### src/arfw_pkg.sv
// Shared constants and carrier types for the ADC result format and window compare block
package arfw_pkg;
  localparam int          CODE_W      = 10;        // Converter code width
  localparam int          RES_W       = 16;        // Result and accumulator width
  localparam int          CNT_W       = 6;         // Sample counter width
  localparam int          BYTE_W      = 8;         // Register byte width
  localparam int          LEFT_SHIFT  = 6;         // Left-justify shift for a 10-bit code
  localparam logic [2:0]  SJ_RIGHT_0  = 3'h0;      // Right justified, no shift
  localparam logic [2:0]  SJ_RIGHT_1  = 3'h1;      // Right justified, shift by 1
  localparam logic [2:0]  SJ_RIGHT_2  = 3'h2;      // Right justified, shift by 2
  localparam logic [2:0]  SJ_RIGHT_3  = 3'h3;      // Right justified, shift by 3
  localparam logic [2:0]  SJ_LEFT     = 3'h4;      // Left justified, no shift
  localparam logic [2:0]  RPT_1       = 3'h0;      // One conversion
  localparam logic [2:0]  RPT_4       = 3'h1;      // Four conversions
  localparam logic [2:0]  RPT_8       = 3'h2;      // Eight conversions
  localparam logic [2:0]  RPT_16      = 3'h3;      // Sixteen conversions
  localparam logic [2:0]  RPT_32      = 3'h4;      // Thirty-two conversions
  localparam logic [2:0]  RPT_64      = 3'h5;      // Sixty-four conversions
  localparam logic [5:0]  LAST_1      = 6'h00;     // Last sample index per repeat count
  localparam logic [5:0]  LAST_4      = 6'h03;
  localparam logic [5:0]  LAST_8      = 6'h07;
  localparam logic [5:0]  LAST_16     = 6'h0f;
  localparam logic [5:0]  LAST_32     = 6'h1f;
  localparam logic [5:0]  LAST_64     = 6'h3f;
  localparam logic [15:0] RESULT_RST  = 16'h0000;  // Result pair after reset

  // Format configuration from firmware
  typedef struct packed {
    logic [2:0] shift_justify_select;
    logic [2:0] repeat_count_select;
  } arfw_cfg_t;

  // Window comparator limits
  typedef struct packed {
    logic [15:0] greater_than_limit;
    logic [15:0] less_than_limit;
  } arfw_limits_t;
endpackage : arfw_pkg

### src/arfw_result_path.sv
// Result formatting, accumulation and window flag of the SAR converter
//
// Overview of operation
// - Each completed series loads high and low result bytes
// - Justify 000 right, 100 left aligned
// - Single conversion gives a 10-bit unsigned value
// - Unoccupied result bits read as zero
// - Repeat above one presents sum after series
// - Accumulate 4, 8, 16, 32 or 64 samples
// - Repeat codes 0 to 5 select sample count
// - Justify codes 1 to 3 shift sum right
// - Compare result with limits, set window flag
// - Limits are high and low byte pairs
// - Ordered limits match strictly between them
// - Reversed limits match strictly outside them
// - Window flag is interrupt and pollable bit
// - Compare only complete sums, never partials
// - Flag sticks until firmware clears it
// - Factory sensor offset readable as byte pair
`timescale 1ns/1ps
module arfw_result_path
  import arfw_pkg::*;
#(
  parameter logic [15:0] TEMP_OFFSET = 16'h0000  // Factory offset; arbitrary default
)(
  input  wire logic              mclk,                  // System clock, 10 MHz
  input  wire logic              rst,                   // Asynchronous reset, active high
  input  wire logic              conv_done,             // One-cycle pulse: code valid
  input  wire logic [CODE_W-1:0] conv_code,             // Completed conversion code
  input  wire arfw_cfg_t         cfg,                   // Justify and repeat selection
  input  wire logic [7:0]        upper_limit_high_byte, // Greater-than limit, high byte
  input  wire logic [7:0]        upper_limit_low_byte,  // Greater-than limit, low byte
  input  wire logic [7:0]        lower_limit_high_byte, // Less-than limit, high byte
  input  wire logic [7:0]        lower_limit_low_byte,  // Less-than limit, low byte
  input  wire logic              window_flag_clear,     // Firmware clear pulse
  output logic [7:0]             result_high_byte,      // Result word, high byte
  output logic [7:0]             result_low_byte,       // Result word, low byte
  output logic                   result_update,         // Pulse: result just loaded
  output logic                   window_match_flag,     // Sticky window flag
  output logic                   window_irq,            // Window interrupt request
  output logic [7:0]             temp_offset_high_byte, // Sensor offset, high byte
  output logic [7:0]             temp_offset_low_byte   // Sensor offset, low byte
);
  logic [CNT_W-1:0] count;        // Samples taken in current series
  logic [CNT_W-1:0] last_idx;     // Index of the final sample of a series
  logic [RES_W-1:0] acc;          // Running accumulator
  logic [RES_W-1:0] next_acc;     // Accumulator after the incoming sample
  logic [RES_W-1:0] next_result;  // Formatted value about to be loaded
  logic [RES_W-1:0] result;       // Result word
  logic             series_end;   // Incoming sample closes the series
  logic             match;        // Window condition on the new result
  arfw_limits_t     limits;       // Assembled limit words

  // Limit words built from their byte pairs
  assign limits.greater_than_limit = {upper_limit_high_byte, upper_limit_low_byte};
  assign limits.less_than_limit    = {lower_limit_high_byte, lower_limit_low_byte};

  // Repeat count decode; unused codes act as a single conversion
  always_comb begin
    case (cfg.repeat_count_select)
      RPT_1:   last_idx = LAST_1;
      RPT_4:   last_idx = LAST_4;
      RPT_8:   last_idx = LAST_8;
      RPT_16:  last_idx = LAST_16;
      RPT_32:  last_idx = LAST_32;
      RPT_64:  last_idx = LAST_64;
      default: last_idx = LAST_1;
    endcase
  end

  assign series_end = conv_done && (count == last_idx);

  // First sample of a series replaces the old sum; 64 full codes still fit
  always_comb begin
    if (count == '0) begin
      next_acc = {{(RES_W-CODE_W){1'b0}}, conv_code};
    end else begin
      next_acc = acc + {{(RES_W-CODE_W){1'b0}}, conv_code};
    end
  end

  // Justify and shift; shifts fill with zeros so unused bits read zero
  always_comb begin
    case (cfg.shift_justify_select)
      SJ_RIGHT_0: next_result = next_acc;
      SJ_RIGHT_1: next_result = next_acc >> 1;
      SJ_RIGHT_2: next_result = next_acc >> 2;
      SJ_RIGHT_3: next_result = next_acc >> 3;
      SJ_LEFT:    next_result = next_acc << LEFT_SHIFT;
      default:    next_result = next_acc;  // Reserved codes: no shift
    endcase
  end

  // Sample counter within a series
  always_ff @(posedge mclk or posedge rst) begin
    if (rst) begin
      count <= '0;
    end else if (series_end) begin
      count <= '0;
    end else if (conv_done) begin
      count <= count + 1'b1;
    end
  end

  // Accumulator follows every sample
  always_ff @(posedge mclk or posedge rst) begin
    if (rst) begin
      acc <= RESULT_RST;
    end else if (conv_done) begin
      acc <= next_acc;
    end
  end

  // Result word loads only when a series closes
  always_ff @(posedge mclk or posedge rst) begin
    if (rst) begin
      result        <= RESULT_RST;
      result_update <= 1'b0;
    end else begin
      result_update <= series_end;
      if (series_end) begin
        result <= next_result;
      end
    end
  end

  assign result_high_byte = result[RES_W-1:BYTE_W];
  assign result_low_byte  = result[BYTE_W-1:0];

  // Comparator sees the value being loaded in this same edge
  arfw_window_cmp u_cmp (
    .mclk   (mclk),
    .rst    (rst),
    .value  (next_result),
    .limits (limits),
    .match  (match)
  );

  // Sticky flag; a new match wins over a clear in the same cycle
  always_ff @(posedge mclk or posedge rst) begin
    if (rst) begin
      window_match_flag <= 1'b0;
    end else if (series_end && match) begin
      window_match_flag <= 1'b1;
    end else if (window_flag_clear) begin
      window_match_flag <= 1'b0;
    end
  end

  // Flag is both the polled bit and the interrupt request
  assign window_irq = window_match_flag;

  // Factory sensor offset pair
  assign temp_offset_high_byte = TEMP_OFFSET[RES_W-1:BYTE_W];
  assign temp_offset_low_byte  = TEMP_OFFSET[BYTE_W-1:0];
endmodule : arfw_result_path

### src/arfw_window_cmp.sv
// Window comparator: decides whether a result lies in the programmed window
`timescale 1ns/1ps
module arfw_window_cmp
  import arfw_pkg::*;
(
  input  wire logic         mclk,     // Clock, only for the checks
  input  wire logic         rst,      // Reset, only for the checks
  input  wire logic [15:0]  value,    // Result to compare
  input  wire arfw_limits_t limits,   // Greater-than and less-than limits
  output logic              match     // Result meets the window condition
);
  logic above;  // Strictly above the greater-than limit
  logic below;  // Strictly below the less-than limit

  // Inside window when limits are ordered, outside window otherwise
  always_comb begin
    above = value > limits.greater_than_limit;
    below = value < limits.less_than_limit;
    if (limits.greater_than_limit < limits.less_than_limit) begin
      match = above && below;
    end else begin
      match = above || below;
    end
  end
endmodule : arfw_window_cmp

### config.mk
export PLATFORM = sky130hd
export DESIGN_NAME = arfw_result_path
export DESIGN_NICKNAME = d
export VERILOG_FILES = /design/src/arfw_pkg.sv /design/src/arfw_result_path.sv /design/src/arfw_window_cmp.sv
export SDC_FILE = /design/constraint.sdc
export NUM_CORES = 1
export LEC_CHECK = 0
export BUFFER_PORTS_ARGS = -buffer_cell sky130_fd_sc_hd__buf_2
export CAP_MARGIN = 15
export CELL_PAD_IN_SITES_DETAIL_PLACEMENT = 1
export CELL_PAD_IN_SITES_GLOBAL_PLACEMENT = 1
export CORE_MARGIN = 1
export CORE_UTILIZATION = 46
export DETAILED_ROUTE_END_ITERATION = 10
export GPL_TIMING_DRIVEN = 0
export PLACE_DENSITY = 0.91
export SYNTH_ARGS = -nofsm -noshare
export SYNTH_HDL_FRONTEND = slang
export SYNTH_SLANG_ARGS = --single-unit
### constraint.sdc
create_clock -name mclk -period 5.95 [get_ports mclk]
set_input_delay 1.785 -clock mclk [delete_from_list [all_inputs] [get_ports mclk]]
set_output_delay 1.785 -clock mclk [all_outputs]
set_load 0.02 [all_outputs]
-- Word level (Yosys, flattened, before mapping)
Cells that the tools add are included.
- register bits: 40
- input bits: 52
- output and inout port bits: 35
- word-level logic and storage cells: 35
- add/subtract/negate cells: 2
- order comparisons: 3
- eq/ne operators: 10
- muxes and demuxes: 8
- reduce and logical (&&, ||, !) cells: 7
- operators with widths (kind ; number):
    16-bit one-hot mux with 4 select lines ; 1
    16-bit less-than comparator ; 2
    6-bit one-hot mux with 5 select lines ; 1
    16-bit by 10-bit adder with 16-bit output ; 1
    16-bit greater-than comparator ; 1
    16-bit two-way mux ; 1
    3-bit by 2-bit equality test with 1-bit output, second input constant ; 4
    6-bit two-way mux ; 2
    3-bit equality test, second input constant ; 3
    6-bit by 1-bit adder with 6-bit output, second input constant ; 1
    3-bit by 1-bit equality test with 1-bit output, second input constant ; 2
    6-bit equality test ; 1
    6-bit logical NOT ; 1
    2-bit nonzero test ; 2
    1-bit logical AND ; 3
    1-bit two-way mux ; 3
    1-bit logical OR ; 1

-- Depth between registers and ports, before layout
Gate-level depths: netlist of the first run.
- word-level depth: 8
- depth in mapped cells: 20
- mapped depth without buffers: 20

-- Cells and area by module
From an unflattened synthesis of the first run, not the netlist that was laid out.
- cell total of the unflattened synthesis: 527
- area, all modules: 4579.4 um^2
- by module, submodules not included (module ; times used ; cells an instance ; area each (um^2) ; seq. area each (um^2)):
    arfw_result_path ; 1 ; 384 ; 3489.6 ; 1001.0
    arfw_window_cmp ; 1 ; 143 ; 1089.8 ; 0.0

-- Worst setup path before layout of the first run
OpenSTA, ideal clock, no wires.
- kind: input -> register
- start: input port conv_code[0]
- end: register window_match_flag, in the netlist window_irq
- data arrival time: 5.301 ns
- data required time: 5.860 ns
- setup slack: 0.559 ns
- stages on the path: 20
- path buffers: 0
- cells stage by stage: ha_1 > inv_1 > fa_1 > nor2b_2 > o2111a_1 > nor4_4 > nor3_1 > xnor2_1 > a211o_1 > mux2i_1 > mux2_2 > ha_1 > a21o_1 > a21o_1 > a211oi_1 > o21bai_1 > a21o_1 > a21oi_1 > a21oi_1 > o221ai_1
- cells in the longest elaborated chain, start to end: 8
- elaborated cells on any way between the ends: 11
- ends and longest elaborated chain (what ; RTL line ; text):
    start, declared ; arfw_result_path.sv:29 ; input wire logic [CODE_W-1:0] conv_code,
    16-bit by 10-bit adder with 16-bit output * ; arfw_result_path.sv:78 ; next_acc = acc + {{(RES_W-CODE_W){1'b0}}, conv_code};
    16-bit two-way mux * ; arfw_result_path.sv:75 ; if (count == '0) begin
    16-bit one-hot mux with 4 select lines * ; arfw_result_path.sv:84 ; case (cfg.shift_justify_select)
    named net next_result[9] ; arfw_result_path.sv:48 ; logic [RES_W-1:0] next_result;
    16-bit greater-than comparator or 16-bit less-than comparator (tied branches) ; arfw_window_cmp.sv:17, arfw_window_cmp.sv:18 ;
    1-bit logical OR or 1-bit logical AND (tied branches) ; arfw_window_cmp.sv:22, arfw_window_cmp.sv:20 ;
    1-bit two-way mux * ; arfw_window_cmp.sv:19 ; if (limits.greater_than_limit < limits.less_than_limit) begin
    1-bit logical AND * ; arfw_result_path.sv:143 ; end else if (series_end && match) begin
    1-bit two-way mux or 2-bit nonzero test (tied branches) ; -- ;
    end signal, assigned ; arfw_result_path.sv:142 ; window_match_flag <= 1'b0;
    end signal, assigned ; arfw_result_path.sv:144 ; window_match_flag <= 1'b1;
    end signal, assigned ; arfw_result_path.sv:146 ; window_match_flag <= 1'b0;
    end, declared ; arfw_result_path.sv:39 ; output logic window_match_flag,
Mark *: on every way through the listed nets, which the timed path passes. The rest lies on a longest branch.
A chain may end at the register's enable or synchronous reset.

-- Worst setup path after layout of the first run
Same ends and word-level chain as after synthesis.

==> results of run 1 <==
-- per-stage QoR --
stage          setup WS [ns]  area, sq um  std cells
2_1_floorplan          0.559         4590        548
3_3_place_gp          -0.134         5090        745
3_5_place_dp          -0.276         5090        745
4_1_cts               0.0685         5210        753
5_1_grt              -0.0250         5270        755
6_report               0.216         5270        755
-- layout make-up --
cell class | instances | area (sq um)
plain buffers | 38 | 250
repair buffers | 70 | 355
clock buffers | 5 | 68.8
well taps | 129 | 161
clock inverters | 3 | 46.3
flip-flops and latches | 40 | 1000
inverters | 45 | 169
multi-input cells | 425 | 3220
fillers | 1183 | 4140
-- per-layer routing --
metal | wire length [microns] | GRT usage, %
met4 | 372 | 9.59
met3 | 828 | 3.38
met1 | 6210 | 37.7
met5 | 0 | 0
met2 | 7450 | 52.5
-- logic make-up (layout without fill, tap and decap cells) --
family | count (synthesis) | after routing | share of synthesized area, %
simple gates | 153 | 153 | 16.3
mux | 36 | 36 | 9.22
buf+inv | 83 | 161 | 9.24
fa+ha+maj | 61 | 61 | 16.9
flops | 40 | 40 | 22.1
xor+xnor | 13 | 13 | 2.51
other cells | 1 | 16 | 0.0827
compound gates | 146 | 146 | 23.7
-- registers in the layout, indices dropped and copies added, names as in the netlist --
register	count
result_update	1
count	6
acc	16
window_irq	1
result	16
-- worst min path at each step --
stage,startpoint,endpoint
2_1_floorplan,acc[8],acc[8]
3_3_place_gp,result[4],result[4]
3_5_place_dp,result[2],result[2]
4_1_cts,result[2],result[2]
5_1_grt,result[10],result[10]
6_report,result[12],result[12]
-- placed cells by master (no fill, tap or decap), drive strengths merged, types with 6 or more instances in the layout --
cell type   n
inv        45
xor2        6
a21oi      36
nor2       43
and3        6
dfrtp      40
nand4      11
conb       16
o21a        7
mux2i      11
nor3        7
ha         58
buf        96
a21o       12
a211oi      9
mux2       23
nand2      51
nand3      12
xnor2       7
o21ai      19
clkbuf     16
o211ai      8
-- power by group through the flow --
stage	combinational, W	sequential [W]	clock, W
floorplan	0.00120	0.000519	0
global placement	0.00163	0.000469	0
detailed placement	0.00174	0.000477	0
CTS	0.00176	0.000474	0.000248
global route	0.00198	0.000489	0.000258
finish	0.00183	0.000476	0.000247
-- repair_timing --
| action | CTS | global route |
|---|---|---|
| resized for setup | 1 | 9 |
| pin swaps | 0 | 1 |
| buffers inserted | 0 | 2 |
| endpoints found under the setup margin | 1 | 1 |
| hold endpoints to repair | 0 | 0 |
==> flow_summary.json, run 1 <==
{
  "die_h_microns": 101,
  "switching_power_w": 0.00132,
  "netlist_area_sq_um": 4530,
  "cp_num_cells": 21,
  "timing.critical_path.required_ns": 6.19,
  "hold_class": "flip-flop to flip-flop",
  "first_global_vias": 4699,
  "path_common_cell": "a21o_1",
  "placement.io_buffers": 68,
  "worst_slew_pin_slew_ns": 0.894,
  "synth_area_leaders": "dfrtp_1 22%, ha_1 16%, mux2_2 5.5%",
  "synth_cell_type_count": 88,
  "number_of_enable_type_register_cells_in_the_synthesized_netlist": 0,
  "number_of_detailed_route_iterations_in_the_first_pass": 5,
  "yosysWarnings": 0,
  "run_status": "finished, final reports clean",
  "post-dp-hpwl_microns": 11600,
  "critical_path_cell_sequence": "buf_2, ha_1, inv_1, fa_1, nor2b_2, o2111a_1, nor4_4, nor3_2, xnor2_2, a211o_1, mux2i_2, mux2_2, ha_1, a21o_1, a21o_1, a211oi_1, o21bai_1, a21o_1, a21oi_1, a21oi_1, o221ai_1",
  "yosys-top-cells-count": "58 x ha_1, 49 x nand2_1, 44 x inv_1, 43 x nor2_1, 40 x dfrtp_1",
  "switching_share_of_power_pct": 51.7,
  "final_core_util_pct": 56.0,
  "crit_path_max_incr_delay_ns": 0.42,
  "clock_tree_from_tritoncts": "built",
  "routed_wire_length_per_instance_microns": 19.7,
  "worst-path-buf-inv": 2,
  "die_area_sq_um": 10300,
  "drive_above_1_share_pct": 26.4,
  "grt_antenna_before_repair": 0,
  "fin_crit_sh_pct": 96.4,
  "die_width_microns": 101,
  "ys_dominant_reg_cell": "dfrtp_1",
  "vias": 4557,
  "totalNegativeSetupSlack_ns": 0,
  "synth.top_cell.area_share_pct": 22.1,
  "vias_per_cell": 6.04,
  "hold_viol": 0,
  "worst_clock_skew_ns": 0.0143,
  "fmax_mhz": 174,
  "setup_viol": 0,
  "hold_slack_ns": 0.519,
  "share_clk_of_total_power_pct": 9.7,
  "io_pins": 87,
  "ant_cells": 0,
  "total_routed_wirelength_microns": 14900,
  "final_net_count": 736,
  "cts.sinks": 40,
  "ant_nets": 0,
  "cts_root_buf": "clkbuf_8",
  "power_density_nw_per_um2": 485,
  "grt_max_degree": 41,
  "number_of_cells_traversed_by_the_worst_hold_path": 1,
  "floorplan.rows": 35,
  "r2r_cells": 20,
  "drcViolationCount": 0,
  "vdd_drop_max_v": 0.000214,
  "power.combinational.fraction_pct": 71.7,
  "syn-mean-instance-area_sq_um": 8.51,
  "part_of_the_power_in_registers_pct": 18.6,
  "final_max_slew_viol_count": 0,
  "starting_density_of_the_core_pct": 48.2,
  "globalplace.congestion": 0.910,
  "drtIter0Drc": 300,
  "cts-buffers-inserted": 5,
  "ff_to_ff_setup_slack_ns": 1.41,
  "reg2reg_to": "window_irq",
  "postSynthRegisterBits": 40,
  "worst_setup_path_end_kind": "flip-flop",
  "leakage_nw": 2.61,
  "syn_inst": 533,
  "worstSetupStartpointType": "input port",
  "cts_h_tree_depth": 2,
  "slew_headroom_pct": 40.3,
  "setup.worst_path.start": "conv_code[0]",
  "max_cap_violations": 0,
  "crit_path_top_delay_cell": "fa_1",
  "seq_area_frac_synth_pct": 22.1,
  "synth_top_area_cell": "dfrtp_1",
  "global_route_wire_length_before_repair_microns": 23900,
  "worstSkewPairLatency_ns": 0.32,
  "crit_path_capture": "window_irq",
  "floorplan.core_area_sq_um": 9420,
  "cts_stage_hold_buffer_count": 0,
  "cts.clk_slew.worst_paths_ns": 0.10,
  "grt_overflow": 0,
  "fin_total_pwr_w": 0.00255,
  "area_growth_syn_to_layout_pct": 16.3,
  "arrival_ns": 5.97,
  "critical_path.reg2reg.startpoint": "acc[0]",
  "finalCriticalPeriod_ns": 5.73,
  "path_class": "input port to flip-flop",
  "synth.most_common_cell": "ha_1",
  "cts-root-to-sink-buffers": 2,
  "p_int_w": 0.00123,
  "grt_use_total_pct": 29.7,
  "timing.critical_path.max_delay_family": "compound AO/OA/AOI/OAI gates",
  "async_reset_ff_share_pct": 100,
  "path_max_fanout": 5
}
Power figures use the tool's default switching activity.
==> run 2: changes to the inputs <==
- CORE_UTILIZATION: 46 -> 43
- PLACE_DENSITY: 0.91 -> 0.86
- clock period: 5.95 -> 6.51 ns (I/O delays scaled with it)
==> run 2 against run 1 <==
Sequential cell count unchanged. Sequential power decreased by 10%. Critical path depth decreased by 1. Count of clock-buffer cells in the layout unchanged. Final cell count increased by 0.53%. Die area increased by 6.8%. Via count decreased by 3.5%. Routed wire length decreased by 8.7%. Global-route usage decreased by 4.6 points. Clock skew decreased by 0.0019 ns. Cell area decreased by 0.81%. Critical path type unchanged. Largest power group unchanged.
==> flow_summary.json, run 2 (synthesis results as in run 1) <==
{
  "run_status": "finished, final reports clean",
  "total_routed_wirelength_microns": 13600,
  "cts-buffers-inserted": 5,
  "grt_use_total_pct": 25.1,
  "drtIter0Drc": 280,
  "cts_stage_hold_buffer_count": 0,
  "power_density_nw_per_um2": 433,
  "worst_setup_path_end_kind": "flip-flop",
  "floorplan.rows": 37,
  "fill_cells": 1293,
  "reg2reg_to": "window_irq",
  "fin_total_pwr_w": 0.00227,
  "vdd_drop_max_v": 0.000191,
  "grt_antenna_before_repair": 0,
  "critical_path.reg2reg.startpoint": "acc[0]",
  "most_common_cell_after_layout_fill_and_taps_aside": "buf_2",
  "path_max_fanout": 6,
  "cts_repair_resizes": 0,
  "placement.io_buffers": 68,
  "final_max_slew_viol_count": 0,
  "ant_nets": 0,
  "starting_density_of_the_core_pct": 44.1,
  "worstSkewPairLatency_ns": 0.31,
  "io_pins": 87,
  "hold_viol": 0,
  "die_width_microns": 105,
  "totalNegativeSetupSlack_ns": 0,
  "ff_to_ff_setup_slack_ns": 1.92,
  "vias_per_cell": 5.79,
  "ant_cells": 0,
  "arrival_ns": 6.17,
  "vias": 4398,
  "globalplace.congestion": 0.915,
  "cts.clk_slew.worst_paths_ns": 0.09,
  "r2r_cells": 19,
  "placement.cell_area_sq_um": 5100,
  "routed_wire_length_per_instance_microns": 17.9,
  "drive_above_1_share_pct": 24.7,
  "hold_class": "flip-flop to flip-flop",
  "leakage_nw": 2.59,
  "floorplan.core_area_sq_um": 10300,
  "fin_crit_sh_pct": 91.9,
  "grt_setup_unrepaired": "false",
  "final_net_count": 734,
  "path_class": "input port to flip-flop",
  "grt_max_degree": 41,
  "grt_overflow": 0,
  "number_of_cells_traversed_by_the_worst_hold_path": 1,
  "max_cap_violations": 0,
  "worst_slew_pin_slew_ns": 0.910,
  "worstSetupStartpointType": "input port",
  "global_route_wire_length_before_repair_microns": 22200,
  "clock_tree_from_tritoncts": "built",
  "cts_setup_buffers": 0,
  "post-dp-hpwl_microns": 11200,
  "finalCriticalPeriod_ns": 5.98,
  "hp-start": "result[0]",
  "cts_h_tree_depth": 2,
  "area_growth_syn_to_layout_pct": 15.3,
  "drcViolationCount": 0,
  "fmax_mhz": 167,
  "cts_root_buf": "clkbuf_8",
  "cts.sinks": 40,
  "setup_viol": 0,
  "timing.critical_path.required_ns": 6.70,
  "die_h_microns": 105,
  "design_area_sq_um": 5230,
  "worst_clock_skew_ns": 0.0123,
  "hold_end": "result[0]",
  "cts-root-to-sink-buffers": 2,
  "layout.cells.most_common_list": "70 x buf_2, 58 x ha_1, 49 x nand2_1, 43 x inv_1, 43 x nor2_1",
  "first_global_vias": 4582,
  "number_of_detailed_route_iterations_in_the_first_pass": 5,
  "reg.largest.list": "acc (16), result (16), count (6)",
  "slew_headroom_pct": 39.2,
  "die_area_sq_um": 11000
}
==> run 2: worst max path at each step <==
stage	start	endpoint	slack [ns]	cells past startpoint
finish	conv_code[0]	window_irq	0.53	20
global route	conv_code[0]	window_irq	0.24	20
CTS	conv_code[0]	window_irq	0.53	20
detailed placement	conv_code[0]	window_irq	0.20	20
global placement	conv_code[0]	window_irq	0.37	20
floorplan	conv_code[0]	window_irq	0.95	20
==> run 2: worst max-delay path: stages <==
cell and delay (ns):
buf_2 0.09, ha_1 0.22, inv_1 0.07, fa_1 0.41, nor2b_2 0.17, o2111a_1 0.27, nor4_4 0.09, nor3_1 0.25
mux2i_1 0.55, a211oi_1 0.20, o31ai_1 0.51, ha_1 0.36, nand2_1 0.07, nor2_1 0.04, a2111oi_0 0.38, nor2_1 0.11
a21oi_1 0.13, nand2_1 0.06, o2111ai_1 0.10, o221ai_1 0.13
==> run 2: metal layers <==
metal	wire, microns	share of wire, %	track usage, %
met1	5930	44	31.0
met4	385	2.8	9.56
met5	0	0	0
met3	554	4.1	2.50
met2	6710	49	44.9
==> run 2: metrics by stage <==
step / hold slack (ns) / std cells / util [%] / setup slack, ns
CTS: 0.513 / 759 / 50.9 / 0.534
finish: 0.509 / 759 / 50.9 / 0.526
global route: 0.527 / 759 / 50.9 / 0.245
detailed placement: 0.494 / 752 / 49.6 / 0.205
global placement: 0.490 / 752 / 49.6 / 0.370
floorplan: 0.485 / 548 / - / 0.951
==> run 2: power by group <==
group | leakage [nW] | switching, W | internal [W]
combinational | 2.03 | 0.000948 | 0.000642
clock | 0.0642 | 0.0000983 | 0.000151
sequential | 0.496 | 0.0000753 | 0.000351
total | 2.59 | 0.00112 | 0.00114
==> run 2: cell type report <==
class | instances | area (sq um) | area share (%)
Clock inverter | 2 | 60.1 | 1.15
Inverter | 45 | 169 | 3.23
Multi-Input combinational cell | 425 | 3170 | 60.6
Tap cell | 136 | 170 | 3.25
Buffer | 38 | 250 | 4.78
Timing Repair Buffer | 68 | 340 | 6.51
Clock buffer | 5 | 68.8 | 1.32
Sequential cell | 40 | 1000 | 19.1
